<file path="config.mk">
export PLATFORM = sky130hd
export DESIGN_NAME = adc_overrange_testpattern_logic
export DESIGN_NICKNAME = d
export VERILOG_FILES = /design/src/design/adc_ctrl_pkg.sv /design/src/design/serial_port_slave.sv /design/src/design/adc_overrange_testpattern_logic.sv
export SDC_FILE = /design/constraint.sdc
export NUM_CORES = 1
export LEC_CHECK = 0
export BUFFER_PORTS_ARGS = -buffer_cell sky130_fd_sc_hd__buf_2
export CORE_MARGIN = 1
export CORE_UTILIZATION = 35
export CTS_CLUSTER_DIAMETER = 50
export DETAILED_ROUTE_END_ITERATION = 10
export GPL_TIMING_DRIVEN = 1
export SYNTH_ARGS = -nofsm -noshare
export SYNTH_HDL_FRONTEND = slang
export SYNTH_SLANG_ARGS = --single-unit
</file>
<file path="constraint.sdc">
create_clock -name core_clk -period 4.3 [get_ports core_clk]
set_input_delay 0.43 -clock core_clk [delete_from_list [all_inputs] [get_ports core_clk]]
set_output_delay 0.43 -clock core_clk [all_outputs]
set_load 0.1 [all_outputs]
</file>
<file path="src/design/adc_ctrl_pkg.sv">
// Shared constants: register map, field layout, reset values and pattern codes
package adc_ctrl_pkg;
    localparam int SAMPLE_W = 12;
    localparam int THR_W = 16;
    localparam int ADDR_W = 15;
    localparam int FRAME_BITS = 24;
    localparam int HDR_BITS = 16;
    // Register offsets
    localparam logic [14:0] OFS_TEST_MODE = 15'h000D;
    localparam logic [14:0] OFS_USER_FIRST = 15'h0019;
    localparam logic [14:0] OFS_USER_LAST = 15'h0020;
    localparam logic [14:0] OFS_UPPER_LO = 15'h0040;
    localparam logic [14:0] OFS_UPPER_HI = 15'h0041;
    localparam logic [14:0] OFS_LOWER_LO = 15'h0042;
    localparam logic [14:0] OFS_LOWER_HI = 15'h0043;
    localparam logic [14:0] OFS_DWELL_LO = 15'h0044;
    localparam logic [14:0] OFS_DWELL_HI = 15'h0045;
    localparam logic [14:0] OFS_CALTHR_LO = 15'h0046;
    localparam logic [14:0] OFS_CALTHR_HI = 15'h0047;
    localparam logic [14:0] OFS_CONTROL = 15'h0048;
    localparam logic [14:0] OFS_STATUS = 15'h0049;
    // Control field positions
    localparam int CTRL_GATE_EN_BIT = 0;
    localparam int CTRL_OFFSET_BIN_BIT = 1;
    // Reset values
    localparam logic [7:0] CONTROL_RESET = 8'h01;
    localparam logic [15:0] THR_RESET = 16'h0000;
    localparam logic [15:0] THR_MAX = 16'h4000;
    localparam logic [22:0] PN_SEED = 23'h7F_FFFF;
    // Magnitude scaling: 12-bit full scale 2048 maps onto threshold full scale
    localparam int MAG_SHIFT = 3;
    // Test mode codes
    localparam logic [3:0] TM_OFF = 4'h0;
    localparam logic [3:0] TM_MID = 4'h1;
    localparam logic [3:0] TM_POS_FS = 4'h2;
    localparam logic [3:0] TM_NEG_FS = 4'h3;
    localparam logic [3:0] TM_CHECKER = 4'h4;
    localparam logic [3:0] TM_PN_LONG = 4'h5;
    localparam logic [3:0] TM_TOGGLE = 4'h7;
    localparam logic [3:0] TM_USER = 4'h8;
    localparam logic [3:0] TM_RAMP = 4'hF;
    // Pattern words
    localparam logic [11:0] WORD_MID = 12'h000;
    localparam logic [11:0] WORD_POS_FS = 12'h7FF;
    localparam logic [11:0] WORD_NEG_FS = 12'h800;
    localparam logic [11:0] WORD_CHECK_A = 12'hAAA;
    localparam logic [11:0] WORD_CHECK_B = 12'h555;
    localparam logic [11:0] WORD_ONES = 12'hFFF;
    localparam logic [11:0] WORD_ZEROS = 12'h000;
endpackage

</file>
<file path="src/design/serial_port_slave.sv">
// Serial register port: synchronises pins, decodes read/write frames
module serial_port_slave (
    input wire logic core_clk,
    input wire logic arst_n,
    input wire logic clkEn,
    input wire logic serialSelectN,
    input wire logic serialClk,
    input wire logic serialDataIn,
    output logic serialDataOut,
    output logic serialDataOe,
    output logic [adc_ctrl_pkg::ADDR_W-1:0] regAddr,
    output logic wrStrobe,
    output logic [7:0] wrData,
    input wire logic [7:0] rdData
);
    typedef struct packed {
        logic [1:0] csSync;
        logic [1:0] clkSync;
        logic [1:0] datSync;
        logic clkPrev;
        logic [4:0] bitCnt;
        logic [23:0] shReg;
        logic isRead;
        logic loadPend;
        logic [7:0] outSh;
        logic oe;
        logic wrStb;
        logic [adc_ctrl_pkg::ADDR_W-1:0] addr;
    } sps_t;

    sps_t st_reg;
    sps_t st_next;
    logic rise;
    logic fall;
    logic [23:0] shNew;

    always_comb begin
        st_next = st_reg;
        rise = st_reg.clkSync[1] & ~st_reg.clkPrev;
        fall = ~st_reg.clkSync[1] & st_reg.clkPrev;
        shNew = {st_reg.shReg[22:0], st_reg.datSync[1]};
        st_next.csSync = {st_reg.csSync[0], serialSelectN};
        st_next.clkSync = {st_reg.clkSync[0], serialClk};
        st_next.datSync = {st_reg.datSync[0], serialDataIn};
        st_next.clkPrev = st_reg.clkSync[1];
        st_next.wrStb = 1'b0;
        st_next.loadPend = 1'b0;
        if (st_reg.csSync[1]) begin
            // Deselected: clock and data are ignored, frame restarts
            st_next.bitCnt = '0;
            st_next.oe = 1'b0;
            st_next.isRead = 1'b0;
        end else begin
            if (st_reg.loadPend) begin
                st_next.outSh = rdData;
                st_next.oe = 1'b1;
            end
            if (rise && st_reg.bitCnt < 5'(adc_ctrl_pkg::FRAME_BITS)) begin
                st_next.shReg = shNew;
                st_next.bitCnt = st_reg.bitCnt + 5'd1;
                if (st_reg.bitCnt == 5'(adc_ctrl_pkg::HDR_BITS - 1)) begin
                    st_next.isRead = shNew[15];
                    st_next.addr = shNew[adc_ctrl_pkg::ADDR_W-1:0];
                    st_next.loadPend = shNew[15];
                end
                // Bytes assemble into wider registers one write at a time
                if (st_reg.bitCnt == 5'(adc_ctrl_pkg::FRAME_BITS - 1) && !st_reg.isRead) begin
                    st_next.wrStb = 1'b1;
                end
            end
            // Shift only after host sampled the current bit on its rising edge
            if (fall && st_reg.oe && st_reg.bitCnt > 5'(adc_ctrl_pkg::HDR_BITS)) begin
                st_next.outSh = {st_reg.outSh[6:0], 1'b0};
            end
        end
    end

    always_ff @(posedge core_clk or negedge arst_n) begin
        if (!arst_n) begin
            st_reg <= '{csSync: 2'b11, outSh: 8'h00, shReg: 24'h00_0000, default: '0};
        end else if (clkEn) begin
            st_reg <= st_next;
        end
    end

    assign serialDataOut = st_reg.outSh[7];
    assign serialDataOe = st_reg.oe;
    assign regAddr = st_reg.addr;
    assign wrStrobe = st_reg.wrStb;
    assign wrData = st_reg.shReg[7:0];
endmodule // serial_port_slave

</file>
<file path="src/design/adc_overrange_testpattern_logic.sv">
// Converter back end: over-range flag, calibration gate, test patterns, registers
// Operation
// - Each sample is captured on the rising sample-clock edge; all stages follow it.
// - Digital reset held low returns every piece of digital logic to its reset value.
// - Over-range flag drives its own output pin for the gain stage.
// - Flag sets as soon as sample magnitude exceeds the upper threshold.
// - Flag clears only after magnitude stays below lower threshold beyond dwell.
// - Calibration gating is on after reset until software turns it off.
// - Each calibration run accumulates every sample magnitude into an average.
// - At run end with gating on, coefficients update only if average exceeds the threshold.
// - Sixteen-bit thresholds are written one byte at a time and assembled.
// - Thresholds span zero to 0x4000, the full-scale average magnitude.
// - Four-bit code in the test-mode register picks the pattern; 0000 passes samples.
// - Codes 1,2,3 give fixed words, 5 gives long PN; all formatted.
// - Checkerboard, one/zero toggle and ramp bypass the data format setting.
// - Code 1000 plays words from the user pattern registers through the formatter.
module adc_overrange_testpattern_logic #(
    parameter int CAL_LOG2 = 8
) (
    input wire logic core_clk,
    input wire logic arst_n,
    input wire logic clkEn,
    input wire logic [11:0] sampleIn,
    output logic [11:0] sampleOut,
    output logic overrangeFlag,
    output logic calUpdate,
    input wire logic serialSelectN,
    input wire logic serialClk,
    input wire logic serialDataIn,
    output logic serialDataOut,
    output logic serialDataOe
);
    localparam int ACC_W = adc_ctrl_pkg::SAMPLE_W + CAL_LOG2;

    typedef struct packed {
        logic [11:0] sample;
        logic [3:0] testMode;
        logic [7:0][7:0] userPat;
        logic [15:0] upperThr;
        logic [15:0] lowerThr;
        logic [15:0] dwell;
        logic [15:0] calThr;
        logic [7:0] control;
        logic flag;
        logic [15:0] dwellCnt;
        logic [ACC_W-1:0] calAcc;
        logic [CAL_LOG2-1:0] calCnt;
        logic calUpd;
        logic calPassed;
        logic [22:0] lfsr;
        logic [11:0] ramp;
        logic phase;
        logic [1:0] userIdx;
        logic [11:0] dataOut;
    } core_t;

    core_t st_reg;
    core_t st_next;
    logic [adc_ctrl_pkg::ADDR_W-1:0] regAddr;
    logic wrStrobe;
    logic [7:0] wrData;
    logic [7:0] rdData;
    logic [11:0] mag;
    logic [15:0] magScaled;
    logic [ACC_W-1:0] accSum;
    logic [15:0] avgScaled;
    logic [11:0] word;
    logic [11:0] userWord;
    logic formatted;
    logic gateEn;
    logic offsetBin;

    serial_port_slave u_port (
        .core_clk(core_clk),
        .arst_n(arst_n),
        .clkEn(clkEn),
        .serialSelectN(serialSelectN),
        .serialClk(serialClk),
        .serialDataIn(serialDataIn),
        .serialDataOut(serialDataOut),
        .serialDataOe(serialDataOe),
        .regAddr(regAddr),
        .wrStrobe(wrStrobe),
        .wrData(wrData),
        .rdData(rdData)
    );

    assign gateEn = st_reg.control[adc_ctrl_pkg::CTRL_GATE_EN_BIT];
    assign offsetBin = st_reg.control[adc_ctrl_pkg::CTRL_OFFSET_BIN_BIT];

    // Register read mux
    always_comb begin
        rdData = 8'h00;
        unique case (regAddr)
            adc_ctrl_pkg::OFS_TEST_MODE: rdData = {4'h0, st_reg.testMode};
            adc_ctrl_pkg::OFS_UPPER_LO: rdData = st_reg.upperThr[7:0];
            adc_ctrl_pkg::OFS_UPPER_HI: rdData = st_reg.upperThr[15:8];
            adc_ctrl_pkg::OFS_LOWER_LO: rdData = st_reg.lowerThr[7:0];
            adc_ctrl_pkg::OFS_LOWER_HI: rdData = st_reg.lowerThr[15:8];
            adc_ctrl_pkg::OFS_DWELL_LO: rdData = st_reg.dwell[7:0];
            adc_ctrl_pkg::OFS_DWELL_HI: rdData = st_reg.dwell[15:8];
            adc_ctrl_pkg::OFS_CALTHR_LO: rdData = st_reg.calThr[7:0];
            adc_ctrl_pkg::OFS_CALTHR_HI: rdData = st_reg.calThr[15:8];
            adc_ctrl_pkg::OFS_CONTROL: rdData = st_reg.control;
            adc_ctrl_pkg::OFS_STATUS: rdData = {6'h00, st_reg.calPassed, st_reg.flag};
            default: begin
                if (regAddr >= adc_ctrl_pkg::OFS_USER_FIRST
                    && regAddr <= adc_ctrl_pkg::OFS_USER_LAST) begin
                    rdData = st_reg.userPat[3'(regAddr - adc_ctrl_pkg::OFS_USER_FIRST)];
                end
            end
        endcase
    end

    always_comb begin
        st_next = st_reg;
        // Two's complement magnitude; -2048 maps to 2048 which still fits 12 bits
        mag = st_reg.sample[11] ? 12'(-st_reg.sample) : st_reg.sample;
        magScaled = 16'({mag, 3'b000});
        accSum = st_reg.calAcc + ACC_W'(mag);
        avgScaled = 16'({accSum[ACC_W-1:CAL_LOG2], 3'b000});
        userWord = {st_reg.userPat[{st_reg.userIdx, 1'b1}],
                    st_reg.userPat[{st_reg.userIdx, 1'b0}][7:4]};
        word = st_reg.sample;
        formatted = 1'b1;

        st_next.sample = sampleIn;

        // Byte-wise register writes
        if (wrStrobe) begin
            unique case (regAddr)
                adc_ctrl_pkg::OFS_TEST_MODE: st_next.testMode = wrData[3:0];
                adc_ctrl_pkg::OFS_UPPER_LO: st_next.upperThr[7:0] = wrData;
                adc_ctrl_pkg::OFS_UPPER_HI: st_next.upperThr[15:8] = wrData;
                adc_ctrl_pkg::OFS_LOWER_LO: st_next.lowerThr[7:0] = wrData;
                adc_ctrl_pkg::OFS_LOWER_HI: st_next.lowerThr[15:8] = wrData;
                adc_ctrl_pkg::OFS_DWELL_LO: st_next.dwell[7:0] = wrData;
                adc_ctrl_pkg::OFS_DWELL_HI: st_next.dwell[15:8] = wrData;
                adc_ctrl_pkg::OFS_CALTHR_LO: st_next.calThr[7:0] = wrData;
                adc_ctrl_pkg::OFS_CALTHR_HI: st_next.calThr[15:8] = wrData;
                adc_ctrl_pkg::OFS_CONTROL: st_next.control = wrData;
                default: begin
                    if (regAddr >= adc_ctrl_pkg::OFS_USER_FIRST
                        && regAddr <= adc_ctrl_pkg::OFS_USER_LAST) begin
                        st_next.userPat[3'(regAddr - adc_ctrl_pkg::OFS_USER_FIRST)] = wrData;
                    end
                end
            endcase
        end

        // Over-range detector with hysteresis
        if (magScaled > st_reg.upperThr) begin
            st_next.flag = 1'b1;
            st_next.dwellCnt = '0;
        end else if (st_reg.flag) begin
            if (magScaled >= st_reg.lowerThr) begin
                st_next.dwellCnt = '0;
            end else if (st_reg.dwellCnt >= st_reg.dwell) begin
                // Below lower threshold for dwell+1 samples, i.e. longer than dwell
                st_next.flag = 1'b0;
                st_next.dwellCnt = '0;
            end else begin
                st_next.dwellCnt = st_reg.dwellCnt + 16'd1;
            end
        end

        // Calibration runs back to back; each run is 2**CAL_LOG2 samples
        st_next.calAcc = accSum;
        st_next.calCnt = st_reg.calCnt + CAL_LOG2'(1);
        st_next.calUpd = 1'b0;
        if (&st_reg.calCnt) begin
            st_next.calAcc = '0;
            // Gating on: update only when the average exceeds the threshold
            if (!gateEn || avgScaled > st_reg.calThr) begin
                st_next.calUpd = 1'b1;
            end
            st_next.calPassed = avgScaled > st_reg.calThr;
        end

        // Pattern sources run freely so switching modes needs no restart
        st_next.lfsr = {st_reg.lfsr[21:0], st_reg.lfsr[22] ^ st_reg.lfsr[17]};
        st_next.ramp = st_reg.ramp + 12'd1;
        st_next.phase = ~st_reg.phase;
        st_next.userIdx = st_reg.userIdx + 2'd1;

        unique case (st_reg.testMode)
            adc_ctrl_pkg::TM_MID: word = adc_ctrl_pkg::WORD_MID;
            adc_ctrl_pkg::TM_POS_FS: word = adc_ctrl_pkg::WORD_POS_FS;
            adc_ctrl_pkg::TM_NEG_FS: word = adc_ctrl_pkg::WORD_NEG_FS;
            adc_ctrl_pkg::TM_PN_LONG: word = st_reg.lfsr[11:0];
            adc_ctrl_pkg::TM_CHECKER: begin
                word = st_reg.phase ? adc_ctrl_pkg::WORD_CHECK_B : adc_ctrl_pkg::WORD_CHECK_A;
                formatted = 1'b0;
            end
            adc_ctrl_pkg::TM_TOGGLE: begin
                word = st_reg.phase ? adc_ctrl_pkg::WORD_ZEROS : adc_ctrl_pkg::WORD_ONES;
                formatted = 1'b0;
            end
            adc_ctrl_pkg::TM_RAMP: begin
                word = st_reg.ramp;
                formatted = 1'b0;
            end
            adc_ctrl_pkg::TM_USER: word = userWord;
            default: word = st_reg.sample;
        endcase
        // Offset binary flips the sign bit of formatted words only
        st_next.dataOut = (formatted && offsetBin) ? {~word[11], word[10:0]} : word;
    end

    always_ff @(posedge core_clk or negedge arst_n) begin
        if (!arst_n) begin
            // Fields cleared except gating enabled, upper threshold 0x4000 and PN seed loaded
            st_reg <= '{control: adc_ctrl_pkg::CONTROL_RESET,
                        upperThr: adc_ctrl_pkg::THR_MAX,
                        lowerThr: adc_ctrl_pkg::THR_RESET,
                        lfsr: adc_ctrl_pkg::PN_SEED,
                        default: '0};
        end else if (clkEn) begin
            st_reg <= st_next;
        end
    end

    assign overrangeFlag = st_reg.flag;
    assign calUpdate = st_reg.calUpd;
    assign sampleOut = st_reg.dataOut;
endmodule // adc_overrange_testpattern_logic

</file>
* Word level (Yosys, flattened, before mapping) *
Index checks and enable logic that the tools add are counted.

storage, ports and cells
  register bits = 312
  input port bits = 18

operators by class
  add/sub/neg operators = 8
  $lt $le $gt $ge = 12
  equality and inequality tests = 21
  muxes and demuxes = 38
  bitwise operators = 9
  reduce and logical (&&, ||, !) cells = 37

operators by type and width
  operator               number
  $eq 15x7->1 const B    10
  $pmux 12 s8            1
  $pmux 8 s11            1
  $bwmux 64              1
  $mux 16                4
  $mux 12                4
  $mux 8                 6
  $reduce_and 3->1       13
  $mux 17                2
  $bmux 8 s2             2
  $gt 15x16->1           2
  $mux 31                1
  $bmux 8 s3             1
  $demux 8 s3            1
  $add 20x12->20         1
  $mux 20                1
  $mux 9                 2
  $add 16x1->16 const B  1
  $ge 15x16->1           1
  $ge 16x16->1           1
  $eq 15x4->1 const B    1
  $ge 15x5->1 const B    1
  $le 15x6->1 const B    1
  $mux 15                1
  32 further kinds       65

* Depth between registers and ports, before layout *
  depth in word-level cells = 8
  depth in mapped cells = 19

* Cells and area by module *
From an unflattened synthesis, not the netlist that was laid out.

second synthesis, totals
  cell total of the unflattened synthesis = 1526
  area total of the unflattened synthesis = 16980.0 um2

by module, submodules not included
  module                           instances  cells an instance  area each (um2)  sequential area each (um2)
  adc_overrange_testpattern_logic  1          1327               14485.1          6262.3
  serial_port_slave                1          199                2494.9           1353.8

* Least setup slack after synthesis *
No wires, ideal clock.

  path type = register to register
  from = register st_reg[243] (netlist bit)
  to = register st_reg (netlist bit calUpdate)
  arrival time = 4.285 ns
  required time = 4.218 ns
  slack = -0.067 ns
  cell stages (with the launch flop) = 18
  buffers on the path = 0
  period minus slack after synthesis = 4.367 ns
  cell sequence = dfrtp_1 or4_1 or2_2 o21ai_0 xnor2_1 ha_1 and3_1 and3_1 a211oi_1 o2111ai_1 and2_1 xnor2_1 ha_1 nand4_1 o221ai_1 a21oi_1 a31o_2 a31oi_1

on the way
  longest elaborated chain between the ends = 7

ends and longest elaborated chain
  what                      RTL line                                source
  start: declaration        adc_overrange_testpattern_logic.sv:57   core_t st_reg;
  start signal: assignment  adc_overrange_testpattern_logic.sv:213  st_reg <= '{control: adc_ctrl_pkg::CONTROL_RESET,
  start signal: assignment  adc_overrange_testpattern_logic.sv:219  st_reg <= st_next;
  $neg 12->12               adc_overrange_testpattern_logic.sv:118  mag = st_reg.sample[11] ? 12'(-st_reg.sample) : st_reg.sample;
  $mux 12 (*)               adc_overrange_testpattern_logic.sv:118
  $add 20x12->20 (*)        adc_overrange_testpattern_logic.sv:120  accSum = st_reg.calAcc + ACC_W'(mag);
  $gt 15x16->1 (*)          adc_overrange_testpattern_logic.sv:174  if (!gateEn || avgScaled > st_reg.calThr) begin
  $logic_or 1x1->1 (*)      adc_overrange_testpattern_logic.sv:174
  $mux 1 (*)                adc_overrange_testpattern_logic.sv:174
  $mux 2 (*)                adc_overrange_testpattern_logic.sv:171  if (&st_reg.calCnt) begin

Every way passes the cells marked *; elsewhere a longest branch is shown, timed or not.
A chain may end at the register's enable or synchronous reset.

* Worst setup path in the final report *
  from = register st_reg[241] (netlist bit)
  to = register st_reg (netlist bit calUpdate)

The elaborated chain is that of the path after synthesis.

==> impl_metrics.yaml <==
run_status:
  status: "finished clean"
clock_tree:
  cts_buffers: 40
  cts_tree: "done"
  cts.sinks: 303
  clk_latency_ps: 570
  clockBufferDepth: 3
  clockRootBuffer: "clkbuf_16"
  clkTransAtPathRegs_ps: 60
  htree_levels: 2
synthesis:
  synth_compound_area_frac: 0.127
  synth_top_flop_cell: "dfrtp_1"
  yosys.cell_types.count: 78
  synthTopCellsByArea: "dfrtp_1 (42%), mux2_2 (13%), ha_1 (6.0%)"
  synth_top_family_by_area: "multiplexers"
  synth_top_area_cell: "dfrtp_1"
  async_flop_share: 1.00
  yosys-top-cells-count: "dfrtp_1 (276), mux2_2 (190), nand2_1 (133)"
  syn_nets: 1620
  ys_ff_latch: 303
  synthSimpleGateAreaFrac: 0.114
  yosysMostFrequentCell: "dfrtp_1"
  synthXorXnorAreaFrac: 0.0269
  yosysWarnings: 0
  synth.top_cell.area_share: 0.416
  synth_seq_area_share: 0.459
  synth_fa_ha_area_frac: 0.0608
  syn_area_um2: 16600
  synth-edff-count: 0
  synthMuxAreaShare: 0.164
  synth_cells: 1522
  avgSynthCellArea_um2: 10.9
power_and_ir_drop:
  power.density_nw_per_um2: 494
  power_mw: 9.44
  ir_worst_vdd_uv: 256
  leakagePower_nw: 8.46
critical_path:
  crit_type: "flop to flop"
  arrival_ps: 4600
  reg2regPathDepth: 20
  end_kind: "flop"
  critPathMaxStageDelay_ps: 540
  cp-start-kind: "flop"
  crit_slowest_cell: "or4_4"
  cp_top_family: "compound AO/OA/AOI/OAI gates"
  r2r_slack_ps: 120
  rr_startpoint: "st_reg[241]"
  worst-path-max-fanout: 4
  path_cells: "or4_4 > or2_4 > o21ai_4 > xnor2_2 > ha_1 > buf_6 > a21oi_2 > o21ai_2 > a211oi_4 > buf_4 > o2111ai_4 > and2_4 > xnor2_1 > ha_1 > a21o_1 > a21oi_2 > o221ai_2 > a21oi_1 > a31o_2 > a31oi_1"
  critPathRequiredTime_ps: 4710
  path_buf_inv: 2
  r2r-end: "calUpdate"
finish:
  regArea_um2: 7620
  final_nets: 1652
  fin_cells: 2191
  syn2layout_area_growth_pct: 15.1
  filler_cell_count: 4453
  largest_reg_flops: 211
  multiInputGateArea_um2: 8400
  diodes: 0
  layout-drive-gt1-share: 0.277
route:
  routedWlPerCell_um: 19.9
  routed_wl_mm: 43.6
  vias: 12200
  via_per_inst: 5.58
  drt-pass1-iter-count: 7
  final_antenna_net_count: 0
  drtIter0Drc: 1160
  drc_errors: 0
floorplan:
  start_util: 0.356
  die_w_um: 220
  die_h_um: 220
  rows: 79
  die_area_um2: 48300
  core-area_um2: 46700
  ios: 34
sta:
  rsz0062_at_grt: "true"
  fin_crit_sh: 0.973
  period_minus_slack_ps: 4180
  drv_slew: 0
  hold_violations: 0
  clock_skew_ps: 16.0
  max_freq_mhz: 239
  worst_slack_ps: 116
  finalSetupViolCount: 0
  worst_pin_slew_ps: 1270
  slew_headroom: 0.154
placed_design:
  hpwl_mm: 30.0
  place_inst: 2116
  pre_cts_ws_ps: -122
  place_congestion: 0.927
  numPortBuffers: 33
global_routing:
  grt_overflow: 0
  grt_pass1_wl_mm: 68.0
  groute.usage.overall: 0.182
  first_global_vias: 11900
  grt_max_degree: 101
  antenna_found_initial: 1
min_path:
  hold_path.class: "primary input to flop"
  hold_path_startpoint: "sampleIn[0]"
  holdPathStages: 3
  holdPathEnd: "st_reg[237]"
flow_run:
  maxCapViolations: 0
## cell usage in the layout, fill, tap and decap left out, drive strengths merged, types with 20 or more instances in the layout
master | Yosys | routed
inv | 104 | 111
and3 | 20 | 20
nor2 | 57 | 57
dfstp | 27 | 27
a21oi | 43 | 43
nand2 | 133 | 133
dfrtp | 276 | 276
xnor2 | 35 | 35
buf | 29 | 81
a31oi | 34 | 34
nand3 | 46 | 46
o21ai | 56 | 56
ha | 79 | 79
clkbuf | 63 | 51
mux2 | 192 | 192
a22o | 25 | 25
## layout make-up
class | instances | area share
tap | 607 | 0.0397
sequential | 303 | 0.399
timing repair buffer | 82 | 0.0319
inverter | 104 | 0.0204
clock buffer | 51 | 0.0595
multi-input combinational | 1023 | 0.440
clock inverter | 21 | 0.0102
## per-layer routing
metal  global-route usage  wire length [µm]
met3               0.0342              2360
met1                0.247             19600
met2                0.287             20300
met5                    0                 0
met4               0.0669              1310
## worst reg2reg max path: cells and delay by family, from the launching register on
family | cells | cell delay, ps
simple gates | 3 | 1000
buf+inv | 2 | 310
xor+xnor | 2 | 260
compound gates | 11 | 1600
flops | 1 | 380
fa+ha+maj | 2 | 460
## per-stage QoR
stage / hold slack, ps / util / cell area [µm²] / setup TNS, ps
floorplan: 134 / - / 16600 / 0
global placement: 468 / 0.377 / 17600 / -99.2
finish: 96.9 / 0.410 / 19100 / 0
detailed placement: 468 / 0.377 / 17600 / -240
global route: 101 / 0.410 / 19100 / -125
CTS: 79.1 / 0.407 / 19000 / 0
## logic make-up (layout without fill, tap and decap cells)
family	Yosys count	after routing
AO/OA/AOI/OAI	297	297
XOR/XNOR	51	51
adder cells (fa/ha/maj)	80	80
buffers and inverters	196	258
flip-flops	303	303
multiplexers	225	225
AND/OR/NAND/NOR	370	370
## what timing repair did
item                                   in CTS  in global routing
gates resized for setup                    13                 25
hold buffers                                1                  0
pin swaps                                  11                  6
setup endpoints to repair                   2                  2
buffers inserted                            3                  0
endpoints found under the hold margin      88                  0
## how the worst max path moves through the flow
stage	slack (ps)	end	cells after the start	from
6_report	120	calUpdate	20	st_reg[241]
5_1_grt	-100	calUpdate	18	st_reg[241]
4_1_cts	0.7	st_reg[50]	20	st_reg[241]
3_5_place_dp	-120	calUpdate	18	st_reg[243]
3_3_place_gp	-60	calUpdate	18	st_reg[243]
2_1_floorplan	40	calUpdate	18	st_reg[243]
## report_power, final
group	switching (mW)	total, mW	internal (mW)
Sequential	0.619	3.89	3.27
Combinational	1.16	2.20	1.04
Clock	1.33	3.34	2.01
Power figures use the tool's default switching activity.
